## src/include/accel_regs_pkg.sv

```systemverilog
// constants, register map and state encodings for the accelerometer
// readout register block; assumes a 40 MHz system clock
package accel_regs_pkg;

    // -------------------------------------------------------------
    // clock and timing
    // -------------------------------------------------------------
    localparam int CLK_PERIOD_NS = 25;
    // deep-sleep entry delay after chip select rises (typical figure)
    localparam int SLEEP_DELAY_NS = 1000;
    localparam int SLEEP_DELAY_CYC = (SLEEP_DELAY_NS / CLK_PERIOD_NS < 1) ? 1 :
                                     SLEEP_DELAY_NS / CLK_PERIOD_NS;
    // wake deglitch filter, a least time so rounded up
    localparam int WAKE_DEGLITCH_NS = 10000;
    localparam int WAKE_DEGLITCH_CYC = (WAKE_DEGLITCH_NS + CLK_PERIOD_NS - 1) / CLK_PERIOD_NS;
    // boot-complete pulse length
    localparam int BOOT_PULSE_NS = 100000;
    localparam int BOOT_PULSE_CYC = BOOT_PULSE_NS / CLK_PERIOD_NS;
    // internal boot sequence length before the pulse
    localparam int BOOT_SEQ_CYC = 16;
    localparam int TIMER_W = 16;

    // -------------------------------------------------------------
    // register map
    // -------------------------------------------------------------
    localparam int ADDR_W = 7;
    localparam logic [6:0] ADDR_EVENT_FLAGS = 7'h00;
    localparam logic [6:0] ADDR_TEMPERATURE = 7'h01;
    localparam logic [6:0] ADDR_MAG_FIRST = 7'h02;
    localparam logic [6:0] ADDR_MAG_SECOND = 7'h03;
    localparam logic [6:0] ADDR_X_FIRST = 7'h04;
    localparam logic [6:0] ADDR_X_SECOND = 7'h05;
    localparam logic [6:0] ADDR_Y_FIRST = 7'h06;
    localparam logic [6:0] ADDR_Y_SECOND = 7'h07;
    localparam logic [6:0] ADDR_PAST_Y = 7'h08;
    localparam logic [6:0] ADDR_CFG_A = 7'h15;
    localparam logic [6:0] ADDR_CFG_B = 7'h16;
    localparam logic [6:0] ADDR_CFG_E = 7'h19;

    localparam logic [7:0] EVENT_FLAGS_RST = 8'h01;
    localparam logic [7:0] CFG_RST = 8'h00;

    // sensor_config_a fields
    localparam int CFG_A_ACTIVE = 0;
    // sensor_config_b fields
    localparam int CFG_B_BYTE_ORDER = 0;
    localparam int CFG_B_TEMP_IN_BURST = 1;
    localparam int CFG_B_FAST_READ = 2;
    // sensor_config_e fields
    localparam int CFG_E_DEEP_SLEEP = 0;
    localparam int CFG_E_MAG_ENABLE = 1;
    localparam int CFG_E_X_DISABLE = 2;
    localparam int CFG_E_Y_DISABLE = 3;

    // serial command byte: read flag in the top bit, address below
    localparam int CMD_READ_BIT = 7;
    localparam logic [2:0] LAST_BIT = 3'h7;

    // -------------------------------------------------------------
    // power states
    // -------------------------------------------------------------
    typedef enum logic [2:0] {
        ST_BOOT       = 3'b000,
        ST_BOOT_PULSE = 3'b001,
        ST_STANDBY    = 3'b010,
        ST_ACTIVE     = 3'b011,
        ST_SLEEP_WAIT = 3'b100,
        ST_DEEP_SLEEP = 3'b101
    } power_state_t;

endpackage

```

## src/hdl/pin_sync.sv

```systemverilog
// two-flop synchroniser for a group of independent pin levels
// assumes each bit is a slow level; no bus coherence is implied
`timescale 1ns/1ps
`default_nettype none
module pin_sync #(
    parameter int WIDTH = 1,
    parameter logic [WIDTH-1:0] RESET_VALUE = '0
) (
    input wire logic i_clk_sys,
    input wire logic i_sys_rst,
    input wire logic [WIDTH-1:0] i_async,
    output logic [WIDTH-1:0] o_sync
);

    logic [WIDTH-1:0] meta_reg;

    // -------------------------------------------------------------
    // first stage is read only by the second stage
    // -------------------------------------------------------------
    always_ff @(posedge i_clk_sys or posedge i_sys_rst) begin
        if (i_sys_rst) begin
            meta_reg <= RESET_VALUE;
            o_sync <= RESET_VALUE;
        end else begin
            meta_reg <= i_async;
            o_sync <= meta_reg;
        end
    end

endmodule
`default_nettype wire

```

## src/hdl/accel_readout_regs.sv

```systemverilog
// accelerometer readout registers, power-mode sequencing and serial port
// assumes serial pins come from the host asynchronously and sample data
// arrives on the system clock from the measurement path
`timescale 1ns/1ps
`default_nettype none
module accel_readout_regs
    import accel_regs_pkg::*;
#(
    parameter int BOOT_PULSE_CYCLES = BOOT_PULSE_CYC,
    parameter int WAKE_FILTER_CYCLES = WAKE_DEGLITCH_CYC,
    parameter int SLEEP_CYCLES = SLEEP_DELAY_CYC,
    parameter int BOOT_CYCLES = BOOT_SEQ_CYC
) (
    input wire logic i_clk_sys,
    input wire logic i_sys_rst,
    input wire logic i_spi_cs_n,
    input wire logic i_spi_sclk,
    input wire logic i_spi_mosi,
    output logic o_spi_miso,
    output logic o_spi_miso_oe,
    input wire logic i_sample_valid,
    input wire logic [7:0] i_temp_data,
    input wire logic [11:0] i_vector_magnitude,
    input wire logic [11:0] i_x_data,
    input wire logic [11:0] i_y_data,
    input wire logic i_flags_valid,
    input wire logic [7:0] i_event_flags,
    output logic o_boot_pulse,
    output logic o_active,
    output logic o_deep_sleep
);

    // -------------------------------------------------------------
    // state
    // -------------------------------------------------------------
    typedef struct packed {
        power_state_t st;
        logic [TIMER_W-1:0] timer;
        logic boot_pulse;
        logic active;
        logic deep_sleep;
        logic sleep_req;
        logic wake_ref;
        logic [7:0] cfg_a;
        logic [7:0] cfg_b;
        logic [7:0] cfg_e;
        logic [7:0] flags;
        logic [7:0] temp;
        logic [11:0] mag;
        logic [11:0] xd;
        logic [11:0] yd;
        logic sclk_prev;
        logic cs_prev;
        logic [2:0] bit_cnt;
        logic first_byte;
        logic is_read;
        logic [ADDR_W-1:0] ptr;
        logic [7:0] shin;
        logic [7:0] tx;
        logic miso;
        logic miso_oe;
    } state_t;

    state_t r_reg;
    state_t r_next;
    logic [2:0] pins_s;
    logic cs_s;
    logic sclk_s;
    logic mosi_s;

    // cs idles high, so it resets high to avoid a false frame start
    pin_sync #(
        .WIDTH(3),
        .RESET_VALUE(3'h4)
    ) u_pin_sync (
        .i_clk_sys(i_clk_sys),
        .i_sys_rst(i_sys_rst),
        .i_async({i_spi_cs_n, i_spi_sclk, i_spi_mosi}),
        .o_sync(pins_s)
    );
    assign cs_s = pins_s[2];
    assign sclk_s = pins_s[1];
    assign mosi_s = pins_s[0];

    // -------------------------------------------------------------
    // helpers
    // -------------------------------------------------------------
    // pick one byte of a 12-bit value by byte order
    function automatic logic [7:0] split_byte(input logic [11:0] v, input logic be,
                                              input logic second);
        logic [7:0] b;
        b = 8'h00;
        if (!be) begin
            b = second ? {4'h0, v[11:8]} : v[7:0];
        end else begin
            b = second ? {4'h0, v[3:0]} : v[11:4];
        end
        return b;
    endfunction

    function automatic logic [7:0] read_byte(input logic [ADDR_W-1:0] a, input state_t s);
        logic be;
        logic [7:0] d;
        be = s.cfg_b[CFG_B_BYTE_ORDER];
        d = 8'h00;
        unique case (a)
            ADDR_EVENT_FLAGS: d = s.flags;
            ADDR_TEMPERATURE: d = s.temp;
            ADDR_MAG_FIRST: d = split_byte(s.mag, be, 1'b0);
            ADDR_MAG_SECOND: d = split_byte(s.mag, be, 1'b1);
            ADDR_X_FIRST: d = split_byte(s.xd, be, 1'b0);
            ADDR_X_SECOND: d = split_byte(s.xd, be, 1'b1);
            ADDR_Y_FIRST: d = split_byte(s.yd, be, 1'b0);
            ADDR_Y_SECOND: d = split_byte(s.yd, be, 1'b1);
            ADDR_CFG_A: d = s.cfg_a;
            ADDR_CFG_B: d = s.cfg_b;
            ADDR_CFG_E: d = s.cfg_e;
            default: d = 8'h00; // unmapped reads as zero
        endcase
        return d;
    endfunction

    // auto-increment pointer with skipping of disabled registers
    function automatic logic [ADDR_W-1:0] next_ptr(input logic [ADDR_W-1:0] a,
                                                   input state_t s);
        logic [ADDR_W-1:0] n;
        n = a + 7'h01;
        if (s.cfg_b[CFG_B_FAST_READ] && a == ADDR_X_FIRST) begin
            n = ADDR_Y_FIRST;
        end else if (s.cfg_b[CFG_B_FAST_READ] && a == ADDR_Y_FIRST) begin
            n = ADDR_PAST_Y;
        end else if (s.cfg_b[CFG_B_FAST_READ] && a == ADDR_PAST_Y) begin
            n = ADDR_EVENT_FLAGS;
        end else begin
            // chained so several skipped groups in a row fall through
            if (n == ADDR_TEMPERATURE && !s.cfg_b[CFG_B_TEMP_IN_BURST]) begin
                n = ADDR_MAG_FIRST;
            end
            // a group is skipped only when stepped into at its first byte
            if (n == ADDR_MAG_FIRST && !s.cfg_e[CFG_E_MAG_ENABLE]) begin
                n = ADDR_X_FIRST;
            end
            if (n == ADDR_X_FIRST && s.cfg_e[CFG_E_X_DISABLE]) begin
                n = ADDR_Y_FIRST;
            end
            if (n == ADDR_Y_FIRST && s.cfg_e[CFG_E_Y_DISABLE]) begin
                n = ADDR_PAST_Y;
            end
        end
        return n;
    endfunction

    // -------------------------------------------------------------
    // next-state logic
    // -------------------------------------------------------------
    always_comb begin
        logic sclk_rise;
        logic sclk_fall;
        logic cs_rise;
        logic serving;
        logic [7:0] b;
        logic [ADDR_W-1:0] np;
        sclk_rise = sclk_s & ~r_reg.sclk_prev;
        sclk_fall = ~sclk_s & r_reg.sclk_prev;
        cs_rise = cs_s & ~r_reg.cs_prev;
        serving = (r_reg.st == ST_STANDBY) || (r_reg.st == ST_ACTIVE);
        b = {r_reg.shin[6:0], mosi_s};
        np = next_ptr(r_reg.ptr, r_reg);
        r_next = r_reg;
        r_next.sclk_prev = sclk_s;
        r_next.cs_prev = cs_s;

        // latest completed sample, never disturbed by reads
        if (i_sample_valid) begin
            r_next.temp = i_temp_data;
            r_next.mag = i_vector_magnitude;
            r_next.xd = i_x_data;
            r_next.yd = i_y_data;
        end
        if (i_flags_valid) begin
            r_next.flags = i_event_flags;
        end

        // serial frame engine, idle outside standby and active
        if (!serving || cs_s) begin
            r_next.bit_cnt = 3'h0;
            r_next.first_byte = 1'b1;
            r_next.is_read = 1'b0;
            r_next.miso_oe = 1'b0;
            r_next.miso = 1'b0;
            r_next.tx = 8'h00;
        end else begin
            if (sclk_rise) begin
                r_next.shin = b;
                r_next.bit_cnt = r_reg.bit_cnt + 3'h1;
                if (r_reg.bit_cnt == LAST_BIT) begin
                    r_next.first_byte = 1'b0;
                    if (r_reg.first_byte) begin
                        r_next.is_read = b[CMD_READ_BIT];
                        r_next.ptr = b[ADDR_W-1:0];
                        r_next.miso_oe = b[CMD_READ_BIT];
                        r_next.tx = b[CMD_READ_BIT] ? read_byte(b[ADDR_W-1:0], r_reg) : 8'h00;
                    end else if (r_reg.is_read) begin
                        r_next.ptr = np;
                        r_next.tx = read_byte(np, r_reg);
                    end else begin
                        r_next.ptr = r_reg.ptr + 7'h01;
                        unique case (r_reg.ptr)
                            ADDR_CFG_A: r_next.cfg_a = b;
                            ADDR_CFG_B: r_next.cfg_b = b;
                            ADDR_CFG_E: begin
                                r_next.cfg_e = b;
                                r_next.sleep_req = b[CFG_E_DEEP_SLEEP];
                            end
                            default: ; // output registers ignore writes
                        endcase
                    end
                end
            end
            if (sclk_fall) begin
                r_next.miso = r_reg.tx[7];
                r_next.tx = {r_reg.tx[6:0], 1'b0};
            end
        end

        // power-mode sequencer
        unique case (r_reg.st)
            ST_BOOT: begin
                r_next.timer = r_reg.timer - 16'h0001;
                if (r_reg.timer == '0) begin
                    r_next.st = ST_BOOT_PULSE;
                    r_next.boot_pulse = 1'b1;
                    r_next.timer = TIMER_W'(BOOT_PULSE_CYCLES - 1);
                end
            end
            ST_BOOT_PULSE: begin
                r_next.timer = r_reg.timer - 16'h0001;
                if (r_reg.timer == '0) begin
                    r_next.st = ST_STANDBY;
                    r_next.boot_pulse = 1'b0;
                end
            end
            ST_STANDBY, ST_ACTIVE: begin
                if (cs_rise && r_reg.sleep_req) begin
                    r_next.st = ST_SLEEP_WAIT;
                    r_next.sleep_req = 1'b0;
                    r_next.timer = TIMER_W'(SLEEP_CYCLES - 1);
                end else if (r_reg.cfg_a[CFG_A_ACTIVE]) begin
                    r_next.st = ST_ACTIVE;
                end else begin
                    r_next.st = ST_STANDBY;
                end
            end
            ST_SLEEP_WAIT: begin
                r_next.timer = r_reg.timer - 16'h0001;
                if (r_reg.timer == '0) begin
                    r_next.st = ST_DEEP_SLEEP;
                    r_next.wake_ref = cs_s;
                    r_next.timer = '0;
                end
            end
            ST_DEEP_SLEEP: begin
                // a glitch shorter than the filter restarts the count
                if (cs_s != r_reg.wake_ref) begin
                    r_next.timer = r_reg.timer + 16'h0001;
                    if (r_reg.timer == TIMER_W'(WAKE_FILTER_CYCLES - 1)) begin
                        r_next.st = ST_BOOT;
                        r_next.timer = TIMER_W'(BOOT_CYCLES - 1);
                        r_next.cfg_a = CFG_RST;
                        r_next.cfg_b = CFG_RST;
                        r_next.cfg_e = CFG_RST;
                    end
                end else begin
                    r_next.timer = '0;
                end
            end
            default: begin
                r_next.st = ST_BOOT;
                r_next.timer = TIMER_W'(BOOT_CYCLES - 1);
            end
        endcase
        r_next.active = (r_next.st == ST_ACTIVE);
        r_next.deep_sleep = (r_next.st == ST_DEEP_SLEEP);
    end

    // -------------------------------------------------------------
    // state register
    // -------------------------------------------------------------
    always_ff @(posedge i_clk_sys or posedge i_sys_rst) begin
        if (i_sys_rst) begin
            r_reg <= '0;
            r_reg.st <= ST_BOOT;
            r_reg.timer <= TIMER_W'(BOOT_CYCLES - 1);
            r_reg.flags <= EVENT_FLAGS_RST;
            r_reg.cfg_a <= CFG_RST;
            r_reg.cfg_b <= CFG_RST;
            r_reg.cfg_e <= CFG_RST;
            r_reg.sclk_prev <= 1'b0;
            r_reg.cs_prev <= 1'b1;
            r_reg.first_byte <= 1'b1;
        end else begin
            r_reg <= r_next;
        end
    end

    assign o_spi_miso = r_reg.miso;
    assign o_spi_miso_oe = r_reg.miso_oe;
    assign o_boot_pulse = r_reg.boot_pulse;
    assign o_active = r_reg.active;
    assign o_deep_sleep = r_reg.deep_sleep;

endmodule
`default_nettype wire

```

## config.mk

```make
export PLATFORM = sky130hd
export DESIGN_NAME = accel_readout_regs
export DESIGN_NICKNAME = d
export VERILOG_FILES = /design/src/include/accel_regs_pkg.sv /design/src/hdl/pin_sync.sv /design/src/hdl/accel_readout_regs.sv
export SDC_FILE = /design/constraint.sdc
export NUM_CORES = 1
export LEC_CHECK = 0
export ABC_AREA = 1
export BUFFER_PORTS_ARGS = -buffer_cell sky130_fd_sc_hd__buf_2
export CAP_MARGIN = 20
export CORE_UTILIZATION = 30
export DETAILED_ROUTE_END_ITERATION = 6
export PLACE_DENSITY_LB_ADDON = 0.25
export REMOVE_ABC_BUFFERS = 1
export SYNTH_ARGS = -nofsm -noshare
export SYNTH_HDL_FRONTEND = slang
export SYNTH_SLANG_ARGS = --single-unit
```

## constraint.sdc

```tcl
create_clock -name i_clk_sys -period 5 [get_ports i_clk_sys]
set_input_delay 0 -clock i_clk_sys [delete_from_list [all_inputs] [get_ports i_clk_sys]]
set_output_delay 0 -clock i_clk_sys [all_outputs]
set_load 0.03 [all_outputs]
```

Yosys cells after proc, flatten, opt, wreduce, memory -nomap -nowiden
Cells that the tools add are included.
Widths: inputs -> output; s select.
Operators by class
  equality and inequality tests: 43
  bitwise gates (word level): 7
  $mul: 0
  muxes and demuxes: 69
  $add $sub $neg: 4
  shift operators: 0
  reductions and logical operators: 33
  magnitude comparators: 0
  divide/modulo/power cells: 0
Operators with widths (count)
  $mux 24: 8
  $pmux 8 s11: 2
  $mux 7: 18
  $pmux 19 s5: 1
  $eq 7x3->1 const B: 12
  $mux 8: 10
  $eq 7x5->1 const B: 9
  $mux 19: 2
  $eq 7x2->1 const B: 5
  $mux 16: 2
  $mux 28: 1
  $eq 7x1->1 const B: 3
  $mux 20: 1
  $mux 9: 2
  $add 16x1->16 const B: 1
  $eq 16x9->1 const B: 1
  $logic_not 16->1: 1
  $sub 16x1->16 const B: 1
  $logic_not 7->1: 2
  $mux 1: 13
  $eq 3x3->1 const B: 4
  $mux 4: 3
  $reduce_and 3->1: 4
  $mux 10: 1
  other kinds (21): 49
Storage, ports and cells
  bits in read-only memories: 0
  register bits after elaboration: 138
  RAM bits: 0
  word-level logic and storage cells: 183
  output and inout port bits: 5
  latch bits: 0
  memories kept: 0

Depth between registers and ports, before layout
  word-level depth: 33
  gate-level depth with buffers: 30
  gate-level depth less buffers: 29

By module
Synthesis repeated with hierarchy kept, for this count alone.
Unflattened totals
  cell total of the unflattened synthesis: 1164
  area, all modules: 8536.9 µm²
Modules (own cells, without submodules)
  accel_readout_regs: times used 1, cells an instance 1157, area an instance 8380.5 µm²
  pin_sync: times used 1, cells an instance 7, area an instance 156.4 µm²

Least setup slack after synthesis
Ideal clock, no wire load.
  path kind: reg2reg
  from: reg r_reg[18] in the netlist's numbering
  to: reg r_reg[4] in the netlist's numbering
  path slack: 2.165 ns
  buffers on the path: 1
  stages on the path, launching flop included: 27
  required time: 4.883 ns
  arrival: 2.718 ns
  cells stage by stage: dfrtp_1 ha_1 xnor2_2 nand3_1 nor2_1 nand2_2 nand2_2 nand3_2 nand2_2 nand3_1 nand2_1 nand3_1 nand2_1 nand2_1 nand2_2 nand2_2 buf_6 nand3_1 nor2_1 nor2_1 nand3_1 nor2_1 nand2_1 nand2_1 nand2_1 nand2_1 nand2_1
Between the ends
  cells in the longest elaborated chain, start to end: 33
Ends and longest elaborated chain
  start: declaration: RTL line accel_readout_regs.sv:64  | state_t r_reg;
  start signal: assignment: RTL line accel_readout_regs.sv:302  | r_reg <= r_next;
  $add 7x1->7: RTL line accel_readout_regs.sv:127  | n = a + 7'h01;
  $eq 7x1->1: RTL line accel_readout_regs.sv:136  | if (n == ADDR_TEMPERATURE && !s.cfg_b[CFG_B_TEMP_IN_BURST]) begin
  $logic_and 1x1->1: RTL line accel_readout_regs.sv:136
  $mux 7: RTL line accel_readout_regs.sv:136
  $mux 7: RTL line accel_readout_regs.sv:132  | end else if (s.cfg_b[CFG_B_FAST_READ] && a == ADDR_PAST_Y) begin
  $mux 7: RTL line accel_readout_regs.sv:130  | end else if (s.cfg_b[CFG_B_FAST_READ] && a == ADDR_Y_FIRST) begin
  $mux 7: RTL line accel_readout_regs.sv:128  | if (s.cfg_b[CFG_B_FAST_READ] && a == ADDR_X_FIRST) begin
  $eq 7x2->1: RTL line accel_readout_regs.sv:140  | if (n == ADDR_MAG_FIRST && !s.cfg_e[CFG_E_MAG_ENABLE]) begin
  (+17 left out)
  $eq 7x5->1, or another cell as far along: RTL line accel_readout_regs.sv:106  | unique case (a)
  $pmux 8 s11 (*): RTL line accel_readout_regs.sv:106
  $mux 8 (*): RTL line accel_readout_regs.sv:203  | end else if (r_reg.is_read) begin
  $mux 8 (*): RTL line accel_readout_regs.sv:198  | if (r_reg.first_byte) begin
  $mux 8 (*): RTL line accel_readout_regs.sv:196  | if (r_reg.bit_cnt == LAST_BIT) begin
  $mux 28 (*): RTL line accel_readout_regs.sv:193  | if (sclk_rise) begin
  $mux 9 (*): RTL line accel_readout_regs.sv:220  | if (sclk_fall) begin
  $mux 10 (*): RTL line accel_readout_regs.sv:185  | if (!serving || cs_s) begin
Every way passes the cells marked *; elsewhere a longest branch is shown, timed or not. The select of a mux whose other input is x is not followed.
A chain may end at the register's enable or synchronous reset.

Final worst setup path
  from: reg r_reg[18] in the netlist's numbering
  to: reg r_reg[3] in the netlist's numbering
The elaborated chain is that of the path after synthesis.

==> impl_metrics.py <==
metrics = {
    "synth": {
        "ys_seq_area_share_pct": 40.7,
        "synth_top_area_share_pct": 37.9,
        "synth_top_area_cell": "dfrtp_1",
        "syn_inst": 1186,
        "synth.avg_cell_area_sq_um": 7.13,
        "synth_edf_count": 0,
        "synth.most_common_cell": "nand2_1",
        "yosys-top-cells-count": "275 x nand2_1, 176 x inv_1, 142 x o21ai_0",
        "async_flop_share_pct": 100,
        "synth-seq-cells": 137,
        "synth.cell_area_sq_um": 8460,
        "yosys_warnings": 0,
        "synth_ff_type": "dfrtp_1",
        "synth.area.top_cells": "dfrtp_1 38%, nand2_1 12%, o21ai_0 8.4%",
        "synth_cell_type_count": 48,
    },
    "cells_and_area": {
        "fillers": 2997,
        "largest_reg_flops": 126,
        "fin_nets": 1379,
        "drive_gt1_share_pct": 11.4,
        "antennaDiodeCount": 0,
        "syn_to_final_growth_pct": 23.5,
        "fin_cells": 1701,
    },
    "min_path": {
        "hold_path.class": "in -> reg",
    },
    "global_routing": {
        "grt_max_degree": 94,
        "grt_pass1_vias": 8011,
        "overflow": 0,
        "grt_pass1_wl_mm": 43.9,
        "track_usage_pct": 19.8,
        "antenna_found_initial": 0,
    },
    "timing": {
        "hold_viol": 0,
        "tightestPinTransition_ns": 0.977,
        "slew_viol_final": 0,
        "post-route-period-util_pct": 73.8,
        "setup_viol": 0,
        "grt_setup_unrepaired": "no",
        "finalClockSkew_ns": 0.0125,
        "max_freq_mhz": 271,
        "relSlewSlack_pct": 34.6,
        "fin_crit_ns": 3.69,
        "fin_setup_tns_ns": 0,
        "setup_ws_ns": 1.31,
        "whs_ns": 0.210,
    },
    "floorplanning": {
        "core_region_area_sq_um": 27800,
        "die_y_um": 170,
        "start_util_pct": 30.4,
        "dieArea_sq_um": 28900,
        "std_cell_rows": 61,
        "io_pins": 64,
        "die-width_um": 170,
    },
    "placed_design": {
        "dp.cells": 1595,
        "place_congestion": 0.990,
        "dp_hpwl_mm": 20.2,
        "place_ws_ns": 1.39,
        "port_buffers": 63,
    },
    "cts": {
        "cts-root-buf": "clkbuf_16",
        "cts-htree-levels": 4,
        "clk_latency_ns": 0.43,
        "clkTransAtPathRegs_ns": 0.07,
        "cts_max_path_buffers": 2,
        "cts_tree": "built",
        "cts_buffers": 17,
        "clock_sinks": 137,
        "cts.repair.resized": 0,
    },
    "critical_path": {
        "cp-start-kind": "flip-flop",
        "end_kind": "flip-flop",
        "path_class": "reg -> reg",
        "timing.critical_path.fanout_max": 15,
        "required_ns": 5.36,
        "cp.arrival_ns": 4.05,
    },
    "pwr": {
        "p_seq_share_pct": 44.5,
        "p_leak_nw": 4.69,
        "p_sw_share_pct": 26.1,
        "p_comb_share_pct": 8.6,
        "ir_drop_mv": 0.171,
        "netSwitchingPower_uw": 688,
        "clockPowerShare_pct": 46.9,
        "powerDensity_nw_per_um2": 252,
        "power.internal_mw": 1.95,
    },
    "routing": {
        "ant_nets": 0,
        "wl_mm": 27.7,
        "drt-initial-drc-count": 839,
        "drc": 0,
        "drt-pass1-iter-count": 5,
        "num_vias": 8504,
        "avgViaCountPerCell": 5.00,
        "wl_per_cell_um": 16.3,
    },
    "status": {
        "outcome": "complete, no violations",
    },
    "run": {
        "maxCapViolCount": 0,
    },
}
## cell usage in the layout, fill, tap and decap left out, types with 10 or more instances in the layout
cell type / count
a21oi_1: 53
a221oi_1: 14
buf_2: 64
clkbuf_16: 17
dfrtp_1: 127
dlygate4sd3_1: 72
ha_1: 10
inv_1: 175
nand2_1: 275
nand2_2: 10
nand3_1: 67
nand4_1: 44
nor2_1: 95
nor3_1: 22
o21ai_0: 142
o221ai_1: 10
xor2_1: 12
## final cells by class
| type | instances | area, sq um | share of cell area (%) |
|---|---|---|---|
| repair buffers | 144 | 1100 | 10.5 |
| inverters | 184 | 696 | 6.66 |
| multi-input cells | 826 | 4170 | 39.9 |
| well taps | 378 | 473 | 4.53 |
| clock buffers | 20 | 447 | 4.28 |
| flip-flops and latches | 137 | 3440 | 32.9 |
| clock inverters | 12 | 116 | 1.11 |
## through the flow
step | utilization (%) | cell area [sq um] | total power [mW]
floorplan | - | 8290 | 1.28
global placement | 32.9 | 9150 | 1.37
detailed placement | 32.9 | 9150 | 1.37
CTS | 37.6 | 10400 | 2.67
global route | 37.6 | 10400 | 2.75
finish | 37.6 | 10400 | 2.64
## cells by family after synthesis
group,after synthesis,synth area share [%]
buffers and inverters,223,10.2
adders and majority gates,10,1.48
DFF,137,40.7
and+or+nand+nor,536,27.8
muxes,2,0.266
AOI/OAI and AO/OA,264,18.1
xor gates and xnor gates,14,1.54
## repair_timing
action	4_1_cts	5_1_grt
buffers inserted	0	0
hold endpoints to repair	139	0
hold buffers	72	0
## critical path, stage by stage, from the launching register on
cell and delay [ns]:
dfrtp_1 0.43, ha_1 0.29, xnor2_2 0.29, nand3_1 0.12
nor2_1 0.17, nand2_2 0.09, nand2_2 0.10, nand3_2 0.12
nand2_2 0.09, nand3_1 0.07, nand2_1 0.10, nand3_1 0.10
nand2_1 0.09, nand2_2 0.21, nor2_4 0.41, nand2_1 0.24
o21ai_0 0.22, nor2_1 0.08, nand2_1 0.07, nor2_1 0.04
nand2_1 0.05, nand2_1 0.06, nand2_1 0.05, nand2_1 0.04
nand2_1 0.07
## metal layers
layer | track usage [%] | routed length (um)
met1 | 27.0 | 12900
met2 | 30.9 | 12500
met5 | 0 | 0
met3 | 3.07 | 1240
met4 | 8.70 | 966
## power by group through the flow
stage | Clock (mW) | Combinational [mW] | Sequential (mW)
6_report | 1.24 | 0.226 | 1.17
5_1_grt | 1.32 | 0.253 | 1.18
4_1_cts | 1.27 | 0.227 | 1.17
3_5_place_dp | 0 | 0.180 | 1.19
3_3_place_gp | 0 | 0.180 | 1.19
2_1_floorplan | 0 | 0.0969 | 1.19
## final timing paths
| kind | startpoint | end | slack [ns] | depth (start not counted) |
|---|---|---|---|---|
| max | r_reg[18]$_DFFE_PP0P_ | r_reg[3]$_DFFE_PP0P_ | 1.31 | 24 |
| min reg2reg | u_pin_sync.meta_reg[1]$_DFF_PP0_ | u_pin_sync.o_sync[1]$_DFF_PP0_ | 0.35 | 0 |
| min | i_spi_mosi | u_pin_sync.meta_reg[0]$_DFF_PP0_ | 0.21 | 2 |
| min in group asynchronous | i_sys_rst | r_reg[54]$_DFFE_PP0P_ | 0.30 | 3 |
| max in group asynchronous | i_sys_rst | r_reg[64]$_DFFE_PP0P_ | 3.58 | 4 |
| max reg2reg | r_reg[18]$_DFFE_PP0P_ | r_reg[3]$_DFFE_PP0P_ | 1.31 | 24 |
No activity file was read; power rests on OpenSTA's default activity.
